==> src/design/phy_mgmt_consts.vh <==
// constants for the phy management access block
`ifndef PHY_MGMT_CONSTS_VH
`define PHY_MGMT_CONSTS_VH

// -----------------------------------------------------------------------------
// register offsets
// -----------------------------------------------------------------------------
`define CMD_OFFSET        12'h020
`define CFG_OFFSET        12'he04
`define IRQ_STATUS_OFFSET 12'h028
`define IRQ_ENABLE_OFFSET 12'h02c
`define IRQ_CLEAR_OFFSET  12'h030

// -----------------------------------------------------------------------------
// field positions
// -----------------------------------------------------------------------------
`define CMD_DATA_MSB      15
`define CMD_DATA_LSB      0
`define CMD_REG_MSB       20
`define CMD_REG_LSB       16
`define CMD_OP_MSB        27
`define CMD_OP_LSB        26
`define CMD_READY_BIT     28
`define CMD_IE_BIT        29
`define CMD_ERR_BIT       30
`define CFG_PORT_MSB      25
`define CFG_PORT_LSB      21
`define CFG_DEST_BIT      31
`define IRQ_DONE_BIT      0
`define IRQ_FAIL_BIT      1

// -----------------------------------------------------------------------------
// encodings and reset values
// -----------------------------------------------------------------------------
`define OP_WRITE          2'h1
`define OP_READ           2'h2
`define READY_RESET       1'h1
`define START_CODE        2'h1
`define TA_WRITE          2'h2

// -----------------------------------------------------------------------------
// timing
// -----------------------------------------------------------------------------
`define CLK_PERIOD_NS     8
`define MDC_HALF_NS       200
`define MDC_HALF_CYCLES   ((`MDC_HALF_NS + `CLK_PERIOD_NS - 1) / `CLK_PERIOD_NS)
`define FRAME_BITS        64
`define TA_LAST_BIT       47
`define DATA_FIRST_BIT    48
`define TA_FIRST_BIT      46

`endif

==> src/design/phy_management_access.v <==
// phy management access: command registers and serial management engine
//
// Strobed register access was chosen for this implementation.
`timescale 1ns/1ps
`include "phy_mgmt_consts.vh"
module phy_management_access #(
    parameter INT_PHY_PORT = 5'h0_0,
    parameter MDC_HALF     = `MDC_HALF_CYCLES
) (
    input  wire        ref_clk_i,
    input  wire        nrst_i,
    input  wire [11:0] addr_i,
    input  wire [31:0] wdata_i,
    input  wire        wr_i,
    input  wire        rd_i,
    output reg  [31:0] rdata_o,
    output wire        irq_o,
    input  wire        nv_load_i,
    input  wire [4:0]  nv_phy_port_i,
    input  wire        nv_dest_i,
    input  wire        mgmt_pins_en_i,
    output reg         ext_mdc_o,
    input  wire        ext_mdio_i,
    output reg         ext_mdio_o,
    output reg         ext_mdio_oe_o,
    output reg         int_mdc_o,
    input  wire        int_mdio_i,
    output reg         int_mdio_o,
    output reg         int_mdio_oe_o
);
    // -------------------------------------------------------------------------
    // states
    // -------------------------------------------------------------------------
    localparam ST_IDLE  = 2'b01;
    localparam ST_SHIFT = 2'b10;

    reg  [1:0]  state;
    reg  [15:0] cmd_data;
    reg  [4:0]  phy_reg_index;
    reg  [1:0]  transfer_opcode;
    reg         ready_flag;
    reg         completion_irq_enable;
    reg         read_fail_flag;
    reg  [4:0]  external_phy_port;
    reg         dest_external;
    reg  [1:0]  irq_status;
    reg  [1:0]  irq_enable;
    reg         irq_done_gate;

    reg  [63:0] frame;
    reg  [5:0]  bit_cnt;
    reg         mdc;
    reg         drive;
    reg         is_read;
    reg         to_external;
    reg         fail_seen;
    reg  [15:0] shift_in;

    wire        tick;
    wire        ext_mdio_s;
    wire        int_mdio_s;
    wire        mdio_s;
    wire        running;
    wire        wr_cmd;
    wire        op_valid;
    wire        start;
    wire        finish;
    wire [4:0]  port_sel;

    assign running  = (state == ST_SHIFT);
    assign wr_cmd   = wr_i && (addr_i == `CMD_OFFSET);
    assign op_valid = (wdata_i[`CMD_OP_MSB:`CMD_OP_LSB] == `OP_WRITE) ||
                      (wdata_i[`CMD_OP_MSB:`CMD_OP_LSB] == `OP_READ);
    // a command needs ready written low, a legal code, idle engine and live pins
    assign start    = wr_cmd && op_valid && !wdata_i[`CMD_READY_BIT] &&
                      (state == ST_IDLE) && mgmt_pins_en_i;
    assign finish   = running && tick && mdc && (bit_cnt == 6'd63);
    // internal phy uses a fixed port, external one the configured port
    assign port_sel = wdata_dest_port(dest_external, external_phy_port);
    assign mdio_s   = to_external ? ext_mdio_s : int_mdio_s;

    function [4:0] wdata_dest_port;
        input       ext;
        input [4:0] port;
        begin
            wdata_dest_port = ext ? port : INT_PHY_PORT[4:0];
        end
    endfunction

    // -------------------------------------------------------------------------
    // helpers
    // -------------------------------------------------------------------------
    mdc_divider #(
        .HALF_CYCLES (MDC_HALF),
        .CNT_W       (8)
    ) u_div (
        .ref_clk_i (ref_clk_i),
        .nrst_i    (nrst_i),
        .run_i     (running),
        .tick_o    (tick)
    );

    pin_sync u_ext_sync (
        .ref_clk_i (ref_clk_i),
        .nrst_i    (nrst_i),
        .pin_i     (ext_mdio_i),
        .level_o   (ext_mdio_s)
    );

    pin_sync u_int_sync (
        .ref_clk_i (ref_clk_i),
        .nrst_i    (nrst_i),
        .pin_i     (int_mdio_i),
        .level_o   (int_mdio_s)
    );

    // -------------------------------------------------------------------------
    // command and configuration registers
    // -------------------------------------------------------------------------
    always @(posedge ref_clk_i)
    begin
        if (!nrst_i)
        begin
            cmd_data              <= 16'h0000;
            phy_reg_index         <= 5'h00;
            transfer_opcode       <= 2'h0;
            ready_flag            <= `READY_RESET;
            completion_irq_enable <= 1'b0;
            read_fail_flag        <= 1'b0;
            external_phy_port     <= 5'h00;
            dest_external         <= 1'b0;
        end
        else
        begin
            // command writes while a transfer runs are dropped so the frame stays intact
            if (wr_cmd && !running)
            begin
                cmd_data              <= wdata_i[`CMD_DATA_MSB:`CMD_DATA_LSB];
                phy_reg_index         <= wdata_i[`CMD_REG_MSB:`CMD_REG_LSB];
                transfer_opcode       <= wdata_i[`CMD_OP_MSB:`CMD_OP_LSB];
                completion_irq_enable <= wdata_i[`CMD_IE_BIT];
                read_fail_flag        <= wdata_i[`CMD_ERR_BIT];
                // an ignored command keeps ready so software is not left waiting
                ready_flag            <= start ? 1'b0 : 1'b1;
            end
            if (finish)
            begin
                ready_flag <= 1'b1;
                if (is_read)
                begin
                    cmd_data <= shift_in;
                    if (fail_seen)
                        read_fail_flag <= 1'b1;
                end
            end
            if (nv_load_i)
            begin
                external_phy_port <= nv_phy_port_i;
                dest_external     <= nv_dest_i;
            end
            else if (wr_i && (addr_i == `CFG_OFFSET))
            begin
                external_phy_port <= wdata_i[`CFG_PORT_MSB:`CFG_PORT_LSB];
                dest_external     <= wdata_i[`CFG_DEST_BIT];
            end
        end
    end

    // -------------------------------------------------------------------------
    // serial engine
    // -------------------------------------------------------------------------
    always @(posedge ref_clk_i)
    begin
        if (!nrst_i)
        begin
            state       <= ST_IDLE;
            frame       <= 64'h0000_0000_0000_0000;
            bit_cnt     <= 6'd0;
            mdc         <= 1'b0;
            drive       <= 1'b0;
            is_read     <= 1'b0;
            to_external <= 1'b0;
            fail_seen   <= 1'b0;
            shift_in    <= 16'h0000;
        end
        else
        begin
            case (state)
                ST_IDLE:
                begin
                    mdc   <= 1'b0;
                    drive <= 1'b0;
                    if (start)
                    begin
                        state       <= ST_SHIFT;
                        bit_cnt     <= 6'd0;
                        is_read     <= (wdata_i[`CMD_OP_MSB:`CMD_OP_LSB] == `OP_READ);
                        to_external <= dest_external;
                        fail_seen   <= 1'b0;
                        drive       <= 1'b1;
                        // preamble, start, opcode, port, register, turnaround, data
                        frame <= {32'hffff_ffff, `START_CODE,
                                  wdata_i[`CMD_OP_MSB:`CMD_OP_LSB], port_sel,
                                  wdata_i[`CMD_REG_MSB:`CMD_REG_LSB], `TA_WRITE,
                                  wdata_i[`CMD_DATA_MSB:`CMD_DATA_LSB]};
                    end
                end
                ST_SHIFT:
                begin
                    if (tick && !mdc)
                    begin
                        // rising edge: the phy's data are sampled here
                        mdc <= 1'b1;
                        if (is_read && (bit_cnt == `TA_LAST_BIT) && mdio_s)
                            fail_seen <= 1'b1;
                        // every data bit, the last one too, is taken on a rise:
                        // the phy may let go of the line right after it
                        if (is_read && (bit_cnt >= `DATA_FIRST_BIT))
                            shift_in <= {shift_in[14:0], mdio_s};
                    end
                    else if (tick && mdc)
                    begin
                        // falling edge: next bit is set up half a period early
                        mdc <= 1'b0;
                        if (bit_cnt == 6'd63)
                        begin
                            state <= ST_IDLE;
                            drive <= 1'b0;
                        end
                        else
                        begin
                            bit_cnt <= bit_cnt + 1'b1;
                            frame   <= {frame[62:0], 1'b0};
                            // release the line from the turnaround on for a read
                            if (is_read && (bit_cnt == `TA_FIRST_BIT - 1))
                                drive <= 1'b0;
                        end
                    end
                end
                default:
                begin
                    state <= ST_IDLE;
                    drive <= 1'b0;
                    mdc   <= 1'b0;
                end
            endcase
        end
    end

    // -------------------------------------------------------------------------
    // pads
    // -------------------------------------------------------------------------
    // disabled pads are held quiet, not driven, so an external phy sees no clock
    always @(posedge ref_clk_i)
    begin
        if (!nrst_i)
        begin
            ext_mdc_o     <= 1'b0;
            ext_mdio_o    <= 1'b0;
            ext_mdio_oe_o <= 1'b0;
            int_mdc_o     <= 1'b0;
            int_mdio_o    <= 1'b0;
            int_mdio_oe_o <= 1'b0;
        end
        else
        begin
            ext_mdc_o     <= mgmt_pins_en_i && to_external && mdc;
            ext_mdio_o    <= mgmt_pins_en_i && frame[63];
            ext_mdio_oe_o <= mgmt_pins_en_i && to_external && drive && running;
            int_mdc_o     <= !to_external && mdc;
            int_mdio_o    <= frame[63];
            int_mdio_oe_o <= !to_external && drive && running;
        end
    end

    // -------------------------------------------------------------------------
    // interrupt status, enable and clear
    // -------------------------------------------------------------------------
    always @(posedge ref_clk_i)
    begin
        if (!nrst_i)
        begin
            irq_status    <= 2'h0;
            irq_enable    <= 2'h0;
            irq_done_gate <= 1'b0;
        end
        else
        begin
            if (wr_i && (addr_i == `IRQ_ENABLE_OFFSET))
                irq_enable <= wdata_i[1:0];
            // a completion landing with a clear keeps its bit: set wins
            if (wr_i && (addr_i == `IRQ_CLEAR_OFFSET))
                irq_status <= irq_status & ~wdata_i[1:0];
            if (finish)
            begin
                irq_status[`IRQ_DONE_BIT] <= 1'b1;
                irq_done_gate             <= completion_irq_enable;
                if (is_read && fail_seen)
                    irq_status[`IRQ_FAIL_BIT] <= 1'b1;
            end
        end
    end

    assign irq_o = (irq_status[`IRQ_DONE_BIT] && irq_enable[`IRQ_DONE_BIT] && irq_done_gate) ||
                   (irq_status[`IRQ_FAIL_BIT] && irq_enable[`IRQ_FAIL_BIT]);

    // -------------------------------------------------------------------------
    // read port
    // -------------------------------------------------------------------------
    always @(posedge ref_clk_i)
    begin
        if (!nrst_i)
            rdata_o <= 32'h0000_0000;
        else if (rd_i)
        begin
            case (addr_i)
                `CMD_OFFSET:
                    rdata_o <= {1'b0, read_fail_flag, completion_irq_enable, ready_flag,
                                transfer_opcode, 5'h00, phy_reg_index, cmd_data};
                `CFG_OFFSET:
                    rdata_o <= {dest_external, 5'h00, external_phy_port, 21'h00_0000};
                `IRQ_STATUS_OFFSET:
                    rdata_o <= {30'h0000_0000, irq_status};
                `IRQ_ENABLE_OFFSET:
                    rdata_o <= {30'h0000_0000, irq_enable};
                default:
                    rdata_o <= 32'h0000_0000;
            endcase
        end
        else
            rdata_o <= 32'h0000_0000;
    end
endmodule // phy_management_access

==> src/design/mdc_divider.v <==
// half-period tick generator for the management clock
`timescale 1ns/1ps
module mdc_divider #(
    parameter HALF_CYCLES = 25,
    parameter CNT_W       = 8
) (
    input  wire ref_clk_i,
    input  wire nrst_i,
    input  wire run_i,
    output reg  tick_o
);
    reg [CNT_W-1:0] count;

    // restarts on every frame so the first half period is full length
    always @(posedge ref_clk_i)
    begin
        if (!nrst_i || !run_i)
        begin
            count  <= {CNT_W{1'b0}};
            tick_o <= 1'b0;
        end
        else if (count == HALF_CYCLES[CNT_W-1:0] - 1'b1)
        begin
            count  <= {CNT_W{1'b0}};
            tick_o <= 1'b1;
        end
        else
        begin
            count  <= count + 1'b1;
            tick_o <= 1'b0;
        end
    end
endmodule // mdc_divider

==> src/design/pin_sync.v <==
// three-stage synchroniser with agreement filter for a pin input
`timescale 1ns/1ps
module pin_sync (
    input  wire ref_clk_i,
    input  wire nrst_i,
    input  wire pin_i,
    output reg  level_o
);
    reg stage1;
    reg stage2;
    reg stage3;

    // a change counts only once the second and third stages agree
    always @(posedge ref_clk_i)
    begin
        if (!nrst_i)
        begin
            stage1  <= 1'b1;
            stage2  <= 1'b1;
            stage3  <= 1'b1;
            level_o <= 1'b1;
        end
        else
        begin
            stage1 <= pin_i;
            stage2 <= stage1;
            stage3 <= stage2;
            if (stage2 == stage3)
                level_o <= stage3;
        end
    end
endmodule // pin_sync

==> config.mk <==
export PLATFORM = sky130hd
export DESIGN_NAME = phy_management_access
export DESIGN_NICKNAME = d
export VERILOG_FILES = /design/src/design/phy_management_access.v /design/src/design/mdc_divider.v /design/src/design/pin_sync.v
export VERILOG_INCLUDE_DIRS = /design/src /design/src/design
export SDC_FILE = /design/constraint.sdc
export NUM_CORES = 1
export LEC_CHECK = 0
export ABC_AREA = 1
export BUFFER_PORTS_ARGS = -buffer_cell sky130_fd_sc_hd__buf_2
export CORE_ASPECT_RATIO = 0.7
export CORE_MARGIN = 2
export CORE_UTILIZATION = 30
export CTS_BUF_LIST = sky130_fd_sc_hd__clkbuf_4
export DETAILED_ROUTE_END_ITERATION = 16
export PLACE_DENSITY = 0.52
export RECOVER_POWER = 25
export SLEW_MARGIN = 20
export SYNTH_ARGS = -nofsm -noshare
export SYNTH_HDL_FRONTEND = slang
export SYNTH_SLANG_ARGS = --single-unit
==> constraint.sdc <==
create_clock -name ref_clk_i -period 4 [get_ports ref_clk_i]
set_input_delay 0.6 -clock ref_clk_i [delete_from_list [all_inputs] [get_ports ref_clk_i]]
set_output_delay 0.6 -clock ref_clk_i [all_outputs]
set_load 0.01 [all_outputs]
-- After elaboration in Yosys (flattened, before gate mapping)
Cells that the tools add are included.
- register bits after elaboration: 185
- bits of input ports: 58
- output and inout bits: 39
- logic and storage cells: 165
- add/sub/neg operators: 2
- $lt $le $gt $ge: 1
- eq/ne operators: 23
- multiplexer cells: 46
- bitwise logic cells: 3
- reductions and logical operators: 52
- operators by type and width (cell ; number):
    two-way mux 64 bit ; 4
    case mux 32 bit (4 select lines) ; 1
    case mux 64 bit (2 select lines) ; 1
    == test 12 x 6 -> 1 bit (second input constant) ; 4
    two-way mux 16 bit ; 3
    logical AND 1 bit ; 30
    two-way mux 6 bit ; 4
    two-way mux 1 bit ; 20
    == test 6 bit (second input constant) ; 3
    two-way mux 5 bit ; 3
    == test 12 bit (second input constant) ; 1
    two-way mux 2 bit ; 6
    case mux 6 bit (2 select lines) ; 1
    adder 8 x 1 -> 8 bit (second input constant) ; 1
    == test 8 x 5 -> 1 bit (second input constant) ; 1
    != test 2 x 1 -> 1 bit (second input constant) ; 4
    AND reduction 4 bit ; 2
    nonzero test 2 bit ; 4
    adder 6 x 1 -> 6 bit (second input constant) ; 1
    >= comparator 6 bit (second input constant) ; 1
    != test 2 bit (second input constant) ; 3
    AND reduction 2 bit ; 3
    AND reduction 3 bit ; 2
    logical NOT 1 bit ; 5
    other kinds (12) ; 19

-- Depth between registers and ports, before layout
Gate-level depths: netlist (run 1).
- depth in word-level cells: 8
- depth in mapped cells: 13
- mapped depth without buffers: 11

-- Modules after synthesis
Synthesis (run 1) repeated with hierarchy kept, for this count alone.
- cell total of the unflattened synthesis: 1216
- area, all modules: 8176.6 µm²
- modules (own cells, without submodules) (module ; instances ; cells each ; area an instance (µm²) ; seq. area each (µm²)):
    phy_management_access ; 1 ; 1115 ; 7424.6 ; 3363.2
    mdc_divider ; 1 ; 67 ; 484.2 ; 180.2
    pin_sync ; 2 ; 17 ; 133.9 ; 80.1

-- Worst setup path after synthesis (run 1)
Ideal clock, no wire load.
- kind: input -> register
- start point: in wdata_i[26]
- end point: reg frame[44]
- library setup time: 110 ps
- data arrival time: 2025 ps
- required time: 3890 ps
- setup slack: 1865 ps
- stages on the path: 12
- buffers on the path: 2
- cell sequence: inv_1 -> ha_1 -> nor2_1 -> nand2_1 -> nor2_1 -> nand3_4 -> nand2_2 -> buf_2 -> buf_2 -> nand4_1 -> nand2_1 -> nor2_1
- word-level cells in the longest chain between the ends: 8
- elaborated cells between the ends (all ways): 9
- classes of those cells: 3 x eq/ne; 6 x reduce/logical
- ends and longest elaborated chain (element ; line ; text):
    start: declaration ; phy_management_access.v:13 ; input wire [31:0] wdata_i,
    == test 2 x 1 -> 1 bit (no source line) or == test 2 bit (tied branches) ; n/a ;
    logical OR 1 bit (*) ; phy_management_access.v:72 ; assign op_valid = (wdata_i[`CMD_OP_MSB:`CMD_OP_LSB] == `OP_WRITE) ||
    logical AND 1 bit (*) (4 in series) ; phy_management_access.v:75 ; assign start = wr_cmd && op_valid && !wdata_i[`CMD_READY_BIT] &&
    != test 2 bit (no source line) (*) ; n/a ;
    AND reduction 5 bit (no source line) (*) ; n/a ;
    end signal: assignment ; phy_management_access.v:202 ; frame <= {32'hffff_ffff, `START_CODE,
    end signal: assignment ; phy_management_access.v:233 ; frame <= {frame[62:0], 1'b0};
    end: declaration ; phy_management_access.v:50 ; reg [63:0] frame;
Mark *: on every way between the ends. The rest lies on a longest branch, timed or not.
A chain may end at the register's enable or synchronous reset.

-- Worst setup path in the final report (run 1)
- start point: reg state[1]
- end point: reg cmd_data[12]
- word-level cells in the longest chain between the ends: 6
- elaborated cells between the ends (all ways): 9
- classes of those cells: 1 x eq/ne; 3 x mux; 5 x reduce/logical
- ends and longest elaborated chain (element ; line ; text):
    start: declaration ; phy_management_access.v:37 ; reg [1:0] state;
    start signal: assignment ; phy_management_access.v:176 ; state <= ST_IDLE;
    start signal: assignment ; phy_management_access.v:195 ; state <= ST_SHIFT;
    start signal: assignment ; phy_management_access.v:227 ; state <= ST_IDLE;
    == test 2 bit (*) ; phy_management_access.v:70 ; assign running = (state == ST_SHIFT);
    logical NOT 1 bit ; phy_management_access.v:136 ; if (wr_cmd && !running)
    logical AND 1 bit ; phy_management_access.v:136 ;
    two-way mux 16 bit ; phy_management_access.v:136 ;
    two-way mux 16 bit ; phy_management_access.v:149 ; if (is_read)
    two-way mux 16 bit (*) ; phy_management_access.v:146 ; if (finish)
    end signal: assignment ; phy_management_access.v:138 ; cmd_data <= wdata_i[`CMD_DATA_MSB:`CMD_DATA_LSB];
    end signal: assignment ; phy_management_access.v:151 ; cmd_data <= shift_in;
    end: declaration ; phy_management_access.v:38 ; reg [15:0] cmd_data;
Marked as above.

==> run summary, run 1 <==
The run finished with clean final reports. In this run the deepest clock path goes through 2 buffers. The synthesized design contains 185 register bits. The length of the first detailed-routing pass in iterations is 5.

IR analysis of the VDD net gives a maximum drop of 0.0001637 V. The final routed wirelength across all metal layers was 19750 µm. Counting every net in the synthesized netlist gives 1238. For the initial antenna violation count, the log shows 3. The tools report the cts-stage hold buffer count as 0. TritonCTS built the clock tree. Fraction of synthesized area in multiplexers: 0. In the synthesized netlist, the number of instances is 1175.

In this run the cell area of the synthesized design comes to 7993 µm². Summing over every cut layer, the via total after detailed routing is 7067. The number of global-route vias before repair was 6497.

The post-DP HPWL is 12810 µm, and the starting density of the core is 0.3082. The share of synthesized flip-flops with an asynchronous set or reset works out to 0. After synthesis, the largest family of logic cells by area is simple AND/OR/NAND/NOR gates. The mean instance size in the synthesized netlist is 6.802 µm². The buffer type at the clock tree root was sky130_fd_sc_hd__clkbuf_4. The run gives 0 as the post-CTS setup buffer count.

The area growth from synthesis to layout is 12.46%. The number of nets in the layout is 1300, and the power per unit of standard cell area is 349.1 nW/µm². The run gives 0 as the number of pins exceeding their max-slew limit in the final report. For the boundary pin count, the log shows 97. Setup repair after global routing left no endpoint under its margin.

The number of flops mapped to enable cells by yosys is 0, and the fraction of the cycle the final worst path needs is 0.7129. The sum of negative setup slack was 0 ps. The run gives 0.3921 as the max-slew headroom at the worst pin. The critical path goes through inv_1 > nor2_1 > inv_1 > nor3_2 > nand2_1 > o21ai_0 > nor2_1. The core region is 25930 µm².

STA puts the critical path data required time at 4500 ps. The maximum clock skew at final layout was 21.68 ps. The floorplan has 49 rows. The post-synthesis share of cell area spent on full adders, half adders and majority gates is 0.007827. The count of filler cells inserted in the layout is 2869, and the number of port buffers is 96. Fraction of layout cells with a size suffix above 1: 0.1160. At the worst endpoint, the arrival time is 3350 ps.

The detail route stage leaves a number of antenna-violating nets equal to 0. Via density per instance: 4.395. The tools report the type of element launching the critical path as a flop. The number of different library cells in the post-synthesis netlist is 31.

After detailed routing, the number of remaining DRC violations is 0. Standby leakage power: 0.004064 µW. After detailed routing, the average wire length per cell comes to 12.28 µm. The worst setup path is of the reg -> reg kind.

The tools report the overall routing resource usage as 0.1480. The run gives 0.4634 as the sequential area share after synthesis. The transition time at the pin with the least slew margin is 909.6 ps. The global-route wire length before repair was 32960 µm; the die outline width was 199.1 µm. The tool flagged a number of max-cap violations equal to 0.

Hold is met by 190.5 ps. The post-synthesis compound-gate area fraction is 0.09956. The die is 140.6 µm tall. At the later pin of the worst-skew pair, clock insertion delay measures 600 ps.

After layout, the worst setup slack is 1148 ps. In this run the worst path has a maximum fanout of 32. Once the clock tree was built, the resizer swapped 0 gates to a different size. For this run the aggregate overflow at the end of global routing stands at 0.

The number of buffers and inverters on the critical path was 2. The final critical-path required period was 2852 ps; the clock transition at the register clock pins on the worst setup and hold paths after CTS was 150 ps. Clock tree synthesis found a total of 185 sinks. Setup violations remaining at the end of the flow were counted as 0.

The die covers 27990 µm². Total count of hold-check failures in the final report: 0. The H-tree generated during clock tree synthesis spans 4 levels. STA classifies the critical path endpoint as a flop. Post-place setup slack: 1146 ps. The area share of xor/xnor cells in the synthesized design was 0.001096. The kind of cell with the highest combined delay on the critical path was simple AND/OR/NAND/NOR gates.

In the synthesized netlist the dominant register cell turns out to be sky130_fd_sc_hd__dfxtp_1. In this design, the stage delay of the slowest critical-path cell is 590 ps. Slowest cell on the critical path: sky130_fd_sc_hd__nand2_1. The tools report the pin count of the biggest net entering global routing as 84.

The congestion estimate from routability-driven global placement came to 0.7780. The run gives 0 as the Yosys warning count. The number of buffers created by CTS is 17. The tightest min-delay check is of the in -> reg type.

The DRC violation total after the first TritonRoute iteration was 488; the fraction of the mapped netlist area in simple logic gates was 0.3131. Based on the critical path, the design can be clocked at up to 0.3507 GHz.
cell families (layout without fill, tap and decap cells):
kind of cell    Yosys count  after routing
simple gates            596            596
buf+inv                 237            312
flops                   185            185
compound gates          151            151
fa+ha+maj                 5              5
xor+xnor                  1              1
other cells               0              1
report_power, final:
group          total [µW]  internal, µW  switching (µW)
Combinational         141          49.1            91.5
Sequential           1860          1850            4.65
Clock                1140           446             694
metrics by stage:
stage | utilization | instances | cell area, µm² | total power, µW
floorplan | - | 1175 | 7993 | 1978
global placement | 0.3367 | 1575 | 8731 | 2039
detailed placement | 0.3367 | 1575 | 8731 | 2039
CTS | 0.3488 | 1607 | 9045 | 3192
global route | 0.3466 | 1608 | 8989 | 3297
finish | 0.3466 | 1608 | 8989 | 3138
worst paths after layout:
path / slack (ps) / startpoint / depth (start not counted) / end
min reg2reg: 430 / u_int_sync.stage1$_SDFF_PN1_ / 1 / u_int_sync.stage2$_SDFF_PN1_
max: 1150 / state[1]$_SDFFE_PN0P_ / 7 / cmd_data[12]$_SDFF_PN0_
min: 190 / ext_mdio_i / 2 / u_ext_sync.stage1$_SDFF_PN1_
max reg2reg: 1150 / state[1]$_SDFFE_PN0P_ / 7 / cmd_data[12]$_SDFF_PN0_
per-layer routing:
layer	part of all wire	vias to the layer above	routed length [µm]	track usage
met2	0.40	130	7901	0.2063
met1	0.54	3137	10710	0.2207
met3	0.049	13	964	0.04286
met5	0.0014	-	27	0
met4	0.0076	4	151	0.03574
li1	-	3783	-	-
cell usage in the layout (no fill, tap or decap), types with 2 or more instances in the layout:
cell type	count
sky130_fd_sc_hd__nor2_1	245
sky130_fd_sc_hd__nand2_1	241
sky130_fd_sc_hd__dfxtp_1	185
sky130_fd_sc_hd__inv_1	153
sky130_fd_sc_hd__o21ai_0	102
sky130_fd_sc_hd__buf_2	73
sky130_fd_sc_hd__nand4_1	50
sky130_fd_sc_hd__a21oi_1	34
sky130_fd_sc_hd__nor3_1	24
sky130_fd_sc_hd__clkbuf_1	23
sky130_fd_sc_hd__nand3_1	21
sky130_fd_sc_hd__inv_2	19
sky130_fd_sc_hd__clkbuf_4	17
sky130_fd_sc_hd__a211oi_1	10
sky130_fd_sc_hd__buf_4	10
sky130_fd_sc_hd__or2_2	6
sky130_fd_sc_hd__ha_1	5
sky130_fd_sc_hd__inv_6	5
sky130_fd_sc_hd__clkinv_1	3
sky130_fd_sc_hd__bufinv_16	3
sky130_fd_sc_hd__nand3_2	2
sky130_fd_sc_hd__nor3b_1	2
sky130_fd_sc_hd__o31ai_1	2
sky130_fd_sc_hd__clkinv_4	2
sky130_fd_sc_hd__clkinvlp_4	2
registers in the layout, indices dropped and copies added, names as in the netlist, 2 cells and up:
| name | cells |
|---|---|
| bit_cnt | 6 |
| cmd_data | 16 |
| external_phy_port | 5 |
| frame | 64 |
| irq_enable | 2 |
| irq_status | 2 |
| phy_reg_index | 5 |
| rdata_o | 32 |
| shift_in | 16 |
| state | 2 |
| transfer_opcode | 2 |
| u_div.count | 8 |
Yosys cell counts, types with 3 or more instances:
master	number	area, µm²
sky130_fd_sc_hd__a21oi_1	34	170.2
sky130_fd_sc_hd__nor2_1	243	912.1
sky130_fd_sc_hd__buf_2	18	90.09
sky130_fd_sc_hd__nor3_1	24	120.1
sky130_fd_sc_hd__or2_2	6	37.54
sky130_fd_sc_hd__nand4_1	50	312.8
sky130_fd_sc_hd__nand2_1	241	904.6
sky130_fd_sc_hd__inv_1	151	566.8
sky130_fd_sc_hd__buf_1	10	37.54
sky130_fd_sc_hd__dfxtp_1	185	3704
sky130_fd_sc_hd__o21ai_0	102	510.5
sky130_fd_sc_hd__nand3_2	3	30.03
sky130_fd_sc_hd__a211oi_1	10	75.07
sky130_fd_sc_hd__inv_2	21	78.83
sky130_fd_sc_hd__ha_1	5	62.56
sky130_fd_sc_hd__nand3_1	19	95.09
sky130_fd_sc_hd__clkbuf_1	34	127.6
final cells by class:
class,instances,area (µm²),area share
Clock buffer,17,127.6,0.01420
Tap cell,357,446.7,0.04969
Inverter,174,653.1,0.07266
Clock inverter,15,186.4,0.02074
Sequential cell,185,3704,0.4120
Timing Repair Buffer,106,526.8,0.05860
Multi-Input combinational cell,753,3342,0.3718
Antenna cell,1,2.502,0.0002784
No activity file was read; power rests on OpenSTA's default activity.
==> inputs of run 2 (changes only) <==
==> constraint.sdc (replaced) <==
create_clock -name ref_clk_i -period 2.9 [get_ports ref_clk_i]
set_input_delay 0.435 -clock ref_clk_i [delete_from_list [all_inputs] [get_ports ref_clk_i]]
set_output_delay 0.435 -clock ref_clk_i [all_outputs]
set_load 0.01 [all_outputs]
==> run 2 against run 1 <==
Compared with the run above: the flow now finishes with violations (capacitance limit, slew limit); clock power increased by 67%; non-clock buffer count up 13; global-route usage is 0.076 points lower; clock-buffer cell count rose by 1; wire length grew 0.64%; sequential power is 38% higher; first-iteration DRC count grew 8.6%; sequential share of layout area fell by 0.90 points; setup slack lost 690 ps; die area stayed put; fmax rose by 17%; critical path type unchanged; largest cell class unchanged.
==> run summary, run 2 (synthesized netlist as in run 1, its figures left out) <==
The first global-routing pass estimated 33020 µm of wire. Across all setup checks in the final design, the least slack found is 457.5 ps. The worst path needs 2443 ps of the cycle, external delays included. Tracing the worst setup path back leads to its startpoint at bit_cnt[0]$_SDFFE_PN0P_. The placed instances occupy a cell area of 8813 µm². For the global route total overflow, the log shows 0. The switching share of power was 0.2295. The starting density of the core was 0.3082; the share of power burned in the clock network was 0.407. The sum of negative setup slack is 0 ps, and the count of instances resized after the clock tree is built is 0. The launching point of the worst reg2reg path is bit_cnt[0]$_SDFFE_PN0P_. Number of maximum-capacitance constraint violations: 1. Fraction of layout cells with a size suffix above 1: 0.1330. After legalization and detailed placement, the total HPWL measured 13090 µm.

The run gives 1313 as the number of nets in the layout. The core region is 25930 µm². The run gives 2 as the maximum count of clock buffers along a single path.

The run gives 326.1 ps as the post-place setup slack. The capturing element of the worst setup path was cmd_data[5]$_SDFF_PN0_. After clock tree synthesis, the flow added hold-fix buffers numbering 2.

The setup check on the worst reg-to-reg path leaves a slack of 460 ps. The run gives 185 as the number of clock sinks. The met1 track demand over resource was 0.2191; the achievable clock frequency was 0.4094 GHz.

The initial antenna violation count is 2, and the standby leakage power is 0.004200 µW. The type of the most critical hold path is in -> reg. In the layout the commonest cells are sky130_fd_sc_hd__nor2_1 (243), sky130_fd_sc_hd__nand2_1 (241), sky130_fd_sc_hd__dfxtp_1 (185), sky130_fd_sc_hd__inv_1 (151), sky130_fd_sc_hd__o21ai_0 (102). Summing all non-filler instances in the final layout gives an area of 9189 µm².

The power share of the combinational group was 0.043. In this run the power density over the cells is 507.5 nW/µm². The root buffer cell chosen for the clock tree is sky130_fd_sc_hd__clkbuf_4.

STA puts the critical path data required time at 3370 ps. The critical path goes through ha_1 > nand3_2 > nor2_2 > inv_1 > nor3_2 > nand2_1 > buf_4 > o21ai_0 > nor2_1. The first TritonRoute pass finished after 4 iterations.

After detailed routing, the number of remaining DRC violations is 0. The largest registers in the layout are frame (64), rdata_o (32). The critical path runs through a total of 9 cells. The kind of cell with the highest combined delay on the critical path was simple AND/OR/NAND/NOR gates.

For the final database, setup skew stands at 19.86 ps. The die is 140.6 µm tall. The routed design has 19880 µm of wire. Leading cell type in the layout, fill and taps excluded: sky130_fd_sc_hd__nor2_1.

The run gives 0.2111 as the met2 routing resource usage after global routing. The tools report the placer congestion estimate as 0.7877. The logs give -0.6101 for the max-slew headroom at the worst pin and 1586 for the number of instances in the placed design. The register with the most flip-flops in the layout has 64 of them.

The most flop-heavy register is frame. Counting cells, the worst reg-to-reg path comes to 9. The transition time at the pin with the least slew margin was 2415 ps. TritonCTS built the clock tree. In this run the remaining antenna-violating nets after routing total 0.

The setup path with the least slack is of type reg -> reg. Setup repair after global routing left no endpoint under its margin. The final reports fail on capacitance limit, slew limit.

The detailed router finished its first iteration with 530 violations. In this run the most used layer during global routing was met1. The area growth from synthesis to layout is 14.97%. Pin count of the biggest net entering global routing: 63.

The reg-to-reg critical path endpoint is cmd_data[5]$_SDFF_PN0_. Peak ir drop on the vdd network: 0.0003046 V. The mean routed wirelength per cell works out to 12.26 µm. The run gives 0.1473 as the overall routing resource usage.

Latest clock arrival within the worst-skew pair: 580 ps. The flow ran to the end, but the final reports show violations. The tools report the via count as 7075.

CTS built an H-tree with a depth of 4. The finished layout holds 1621 standard cells, fillers aside. Clock-pin slew was measured on the worst setup and hold paths at 150 ps. For this design the total switching power over the nets is 1070 µW. The largest individual stage delay along the critical path comes from the cell sky130_fd_sc_hd__nand2_1. The overall power consumption was 4663 µW. The tools report the internal cell power as 3593 µW.

The via density per instance was 4.365; the boundary pin count was 97. The die outline width came out at 199.1 µm. STA classifies the critical path endpoint as a flop. The number of pins exceeding their max-slew limit in the final report is 56, and the total count of hold-check failures in the final report is 0.

The relative contribution of sequential cells to total power was 0.549. The die covers 27990 µm². For the number of global-route vias before repair, the log shows 6573.

The global-route track usage on met3 was 0.03540; the largest fanout on the critical path was 26. The floorplan has 49 rows. STA classifies the critical path startpoint as a flop. The post-CTS setup buffer count is 0, and the data arrival time at the worst-slack endpoint is 2920 ps. Setup violations remaining at the end of the flow were counted as 0.

The fraction of the cycle the final worst path needs was 0.8422. Number of buffers and inverters on the critical path: 2. Buffers placed on the I/O ports in this run total 96. The number of clock buffers added by TritonCTS is 17. On the worst path, the slowest cell contributes a delay of 500 ps.
run 2: changes by cell type in the layout (fill, tap and decap cells not counted), sizes merged:
cell / change
clkbuf: -4
inv: -3
clkinvlp: -1
buf: +16
clkinv: -1
dlygate4sd3: +2
bufinv: +4
run 2: per-stage QoR:
step,util,hold slack [ps]
global placement,0.3398,397.0
finish,0.3543,105.5
global route,0.3543,56.42
detailed placement,0.3398,399.8
floorplan,-,392.5
CTS,0.3561,49.79
run 2: power by group through the flow:
stage	registers [µW]	logic, µW	clock network (µW)
final	2560	202	1900
after global routing	2570	231	2070
after global placement	2620	200	0
after floorplan	2610	113	0
after detailed placement	2620	199	0
after CTS	2560	202	1960
run 2: worst register-to-register path: cells and delay by family, from the launching register on:
kind	cells	cell delay [ps]
AND/OR/NAND/NOR	5	1080
buffers and inverters	2	400
AO/OA/AOI/OAI	1	200
flip-flops	1	430
adder cells (fa/ha/maj)	1	220
run 2: how the worst min path moves through the flow:
stage / end / startpoint / cells after the start
floorplan: u_ext_sync.stage2$_SDFF_PN1_ / u_ext_sync.stage1$_SDFF_PN1_ / 1
global placement: u_int_sync.stage2$_SDFF_PN1_ / u_int_sync.stage1$_SDFF_PN1_ / 1
detailed placement: u_int_sync.stage2$_SDFF_PN1_ / u_int_sync.stage1$_SDFF_PN1_ / 1
CTS: completion_irq_enable$_SDFFE_PN0P_ / wdata_i[29] / 3
global route: completion_irq_enable$_SDFFE_PN0P_ / wdata_i[29] / 3
finish: ext_mdio_o$_SDFF_PN0_ / mgmt_pins_en_i / 3
run 2: area by class of cell:
type                       instances  area, µm²
antenna                            1      2.502
clock buffer                      18      135.1
clock inverter                    14      266.5
fill                            2835      16740
inverter                         174      653.1
multi-input combinational        753       3357
sequential                       185       3704
tap                              357      446.7
timing repair buffer             119      624.3
run 2: routing by layer:
layer / wire, µm / vias up
met5: 13 / -
li1: - / 3798
met4: 159 / 2
met3: 761 / 14
met1: 11130 / 3155
met2: 7812 / 106
==> inputs of run 3 (changes only) <==
==> constraint.sdc (replaced) <==
create_clock -name ref_clk_i -period 2.4 [get_ports ref_clk_i]
set_input_delay 0.36 -clock ref_clk_i [delete_from_list [all_inputs] [get_ports ref_clk_i]]
set_output_delay 0.36 -clock ref_clk_i [all_outputs]
set_load 0.01 [all_outputs]
==> run 3 against run 2 <==
Compared with the run above: the run now ends clean; power rose by 12%; final cell count rose by 0.19%; fmax rose by 17%; sequential share of layout area barely moved; flip-flop and latch count did not move; setup slack got worse by 150 ps; first-iteration DRC count fell by 17%; via count barely moved; hold slack got worse by 31 ps; utilization barely moved; non-clock buffer count rose by 1; combinational power rose by 21%; critical path type unchanged; largest power group unchanged.
==> run summary, run 3 (synthesized netlist as in run 1, its figures left out) <==
The via density per instance came out at 4.358. Entering global routing, the biggest net connects 118 pins. Final core area utilization: 0.3539.

The clock reaches the later pin of the worst-skew pair after 580 ps. The initialized floorplan defines 49 standard-cell rows. The worst hold path terminates at phy_reg_index[1]$_SDFFE_PN0P_. The global-route wire length before repair was 32820 µm. The maximum count of clock buffers along a single path was 2. The number of port buffers came out at 96. The slowest stage of the critical path is the sky130_fd_sc_hd__dfxtp_1 cell.

TritonCTS built the clock tree. The tools report the type of element launching the critical path as a flop. The tools report the multi-input logic area as 3357 µm².

The logs give 0 for the number of pins exceeding their max-slew limit in the final report and 0 for the post-CTS setup buffer count. Counting every sink on the clock net gives 185. The fraction of layout cells with a size suffix above 1 was 0.1371. The register with the most flip-flops in the final layout is frame. Clock-pin slew was measured on the worst setup and hold paths at 150 ps. The final hold slack was 74.39 ps. The number of flip-flops under the largest register name was 64; the number of buffers created by CTS was 17.

After clock tree synthesis, the flow added hold-fix buffers numbering 4. The setup check on the worst reg-to-reg path leaves a slack of 310 ps. The buffer type at the clock tree root was sky130_fd_sc_hd__clkbuf_4. The worst stage delay on the critical path is 430 ps. The worst reg-to-reg path cell count was 11; the max-slew headroom at the worst pin was 0.4162. Detailed routing inserted a total of 7078 vias. The logs give 6462 for the number of global-route vias before repair and 0.0002542 V for the peak ir drop on the vdd network.

In the final design database the tool counted 1314 nets. In this run the worst hold path is classified as in -> reg. During I/O placement, the number of pins put on the boundary was 97. The sum of negative setup slack came out at 0 ps. STA classifies the critical path endpoint as a flop. Across all setup checks in the final design, the least slack found is 305.2 ps. The flip-flop and latch area is 3704 µm², and the post-place setup slack is 101.7 ps.

STA puts the critical path data required time at 2880 ps. The die covers 27990 µm². The run gives 25930 µm² as the area of the core. From synthesis to final layout, the design area changed by 14.82%. Fraction of the cycle the final worst path needs: 0.8728.

In this run the remaining antenna-violating nets after routing total 0. The congestion estimate from routability-driven global placement came to 0.7819. The run finished with clean final reports. The logs give 0 for the number of maximum-capacitance constraint violations and 20.86 ps for the maximum clock skew at final layout. The total count of hold-check failures in the final report was 0. The endpoint identified for the worst register-to-register timing path is frame[41]$_SDFFE_PN0P_. CTS built an H-tree with a depth of 4.

After the first detailed-routing iteration, the DRC count stood at 442. The setup violation total in the final timing report came out at 0. The initial antenna violation count was 1. The tools report the critical path launch point as bit_cnt[0]$_SDFFE_PN0P_. Post-CTS repair changed the size of 0 cells. On the critical path the largest part of the delay comes from simple AND/OR/NAND/NOR gates. In this run the most critical hold path is launched from wdata_i[17]. The largest registers in the layout are frame (64), rdata_o (32). Setup repair after global routing left no endpoint under its margin.

The count of filler cells inserted in the layout came out at 2869. After layout, the minimum clock period comes to 2095 ps. Cell count of the worst hold path: 3. After legalization and detailed placement, the total HPWL measured 12930 µm. The worst setup path is of the reg -> reg kind.

The logs give 0.1470 for the overall routing resource usage and 0 for the number of remaining DRC errors. In this run the static leakage power is 0.004213 µW. For this block, the routed nets add up to 19890 µm of wire. In the layout the commonest cells are sky130_fd_sc_hd__nor2_1 (243), sky130_fd_sc_hd__nand2_1 (241), sky130_fd_sc_hd__dfxtp_1 (185), sky130_fd_sc_hd__inv_1 (151), sky130_fd_sc_hd__o21ai_0 (102). For the length of the first detailed-routing pass in iterations, the log shows 5. The leading cell type in the layout, fill and taps excluded was sky130_fd_sc_hd__nor2_1. Static timing analysis puts the maximum clock frequency at 0.4774 GHz.

The tools report the starting density of the core as 0.3082. In this run the worst path has a maximum fanout of 82. The data arrival time at the worst-slack endpoint is 2580 ps. The die is 140.6 µm tall.

The transition time at the pin with the least slew margin is 875.7 ps, and the number of buffers and inverters on the critical path is 3. For this run the aggregate overflow at the end of global routing stands at 0. The mean routed wirelength per cell is 12.25 µm.

The worst register-to-register path begins at bit_cnt[0]$_SDFFE_PN0P_. The run gives 5220 µW as the overall power consumption. The die is 199.1 µm wide.

The signal on the critical path passes through ha_1 > nand3_2 > nor2_2 > nand2_1 > o21ai_0 > inv_2 > nand3_2 > buf_12 > nand2_1 > inv_2 > nor2_1. Power spread over the standard cell area amounts to 568.8 nW/µm².
run 3: through the flow:
step	cells	cell area, µm²
final	1624	9178
after global routing	1624	9178
after CTS	1619	9203
after detailed placement	1585	8856
after global placement	1585	8856
after floorplan	1175	7993
run 3: layer usage:
layer	GRT usage	share of wire	vias to the layer above
met2	0.2028	0.40	145
li1	-	-	3810
met3	0.03708	0.051	15
met4	0.03771	0.0094	0
met1	0.2232	0.54	3108
met5	0	0	-
run 3: tightest hold or removal path, cell delays in order:
cell                       delay [ps]
sky130_fd_sc_hd__buf_2            110
sky130_fd_sc_hd__nor2_1           100
sky130_fd_sc_hd__a211oi_1          50
run 3: worst max-delay path by stage:
| stage | cells after the start | slack, ps | endpoint |
|---|---|---|---|
| 2_1_floorplan | 12 | 510 | frame[44]$_SDFFE_PN0P_ |
| 3_3_place_gp | 13 | 160 | frame[15]$_SDFFE_PN0P_ |
| 3_5_place_dp | 12 | 100 | frame[15]$_SDFFE_PN0P_ |
| 4_1_cts | 11 | 330 | frame[41]$_SDFFE_PN0P_ |
| 5_1_grt | 11 | 20 | frame[11]$_SDFFE_PN0P_ |
| 6_report | 11 | 310 | frame[41]$_SDFFE_PN0P_ |
run 3: layout make-up:
| type | instances | share of cell area |
|---|---|---|
| Clock inverter | 13 | 0.01950 |
| Inverter | 174 | 0.07117 |
| Timing Repair Buffer | 120 | 0.07607 |
| Antenna cell | 5 | 0.001363 |
| Multi-Input combinational cell | 753 | 0.3658 |
| Clock buffer | 17 | 0.01391 |
| Tap cell | 357 | 0.04867 |
| Sequential cell | 185 | 0.4035 |
run 3: power by group:
group	total, µW	switching, µW	internal, µW	leakage [µW]
logic	245	155	90.3	0.00256
clock network	1880	1070	810	0.000157
registers	3090	6.99	3090	0.00149
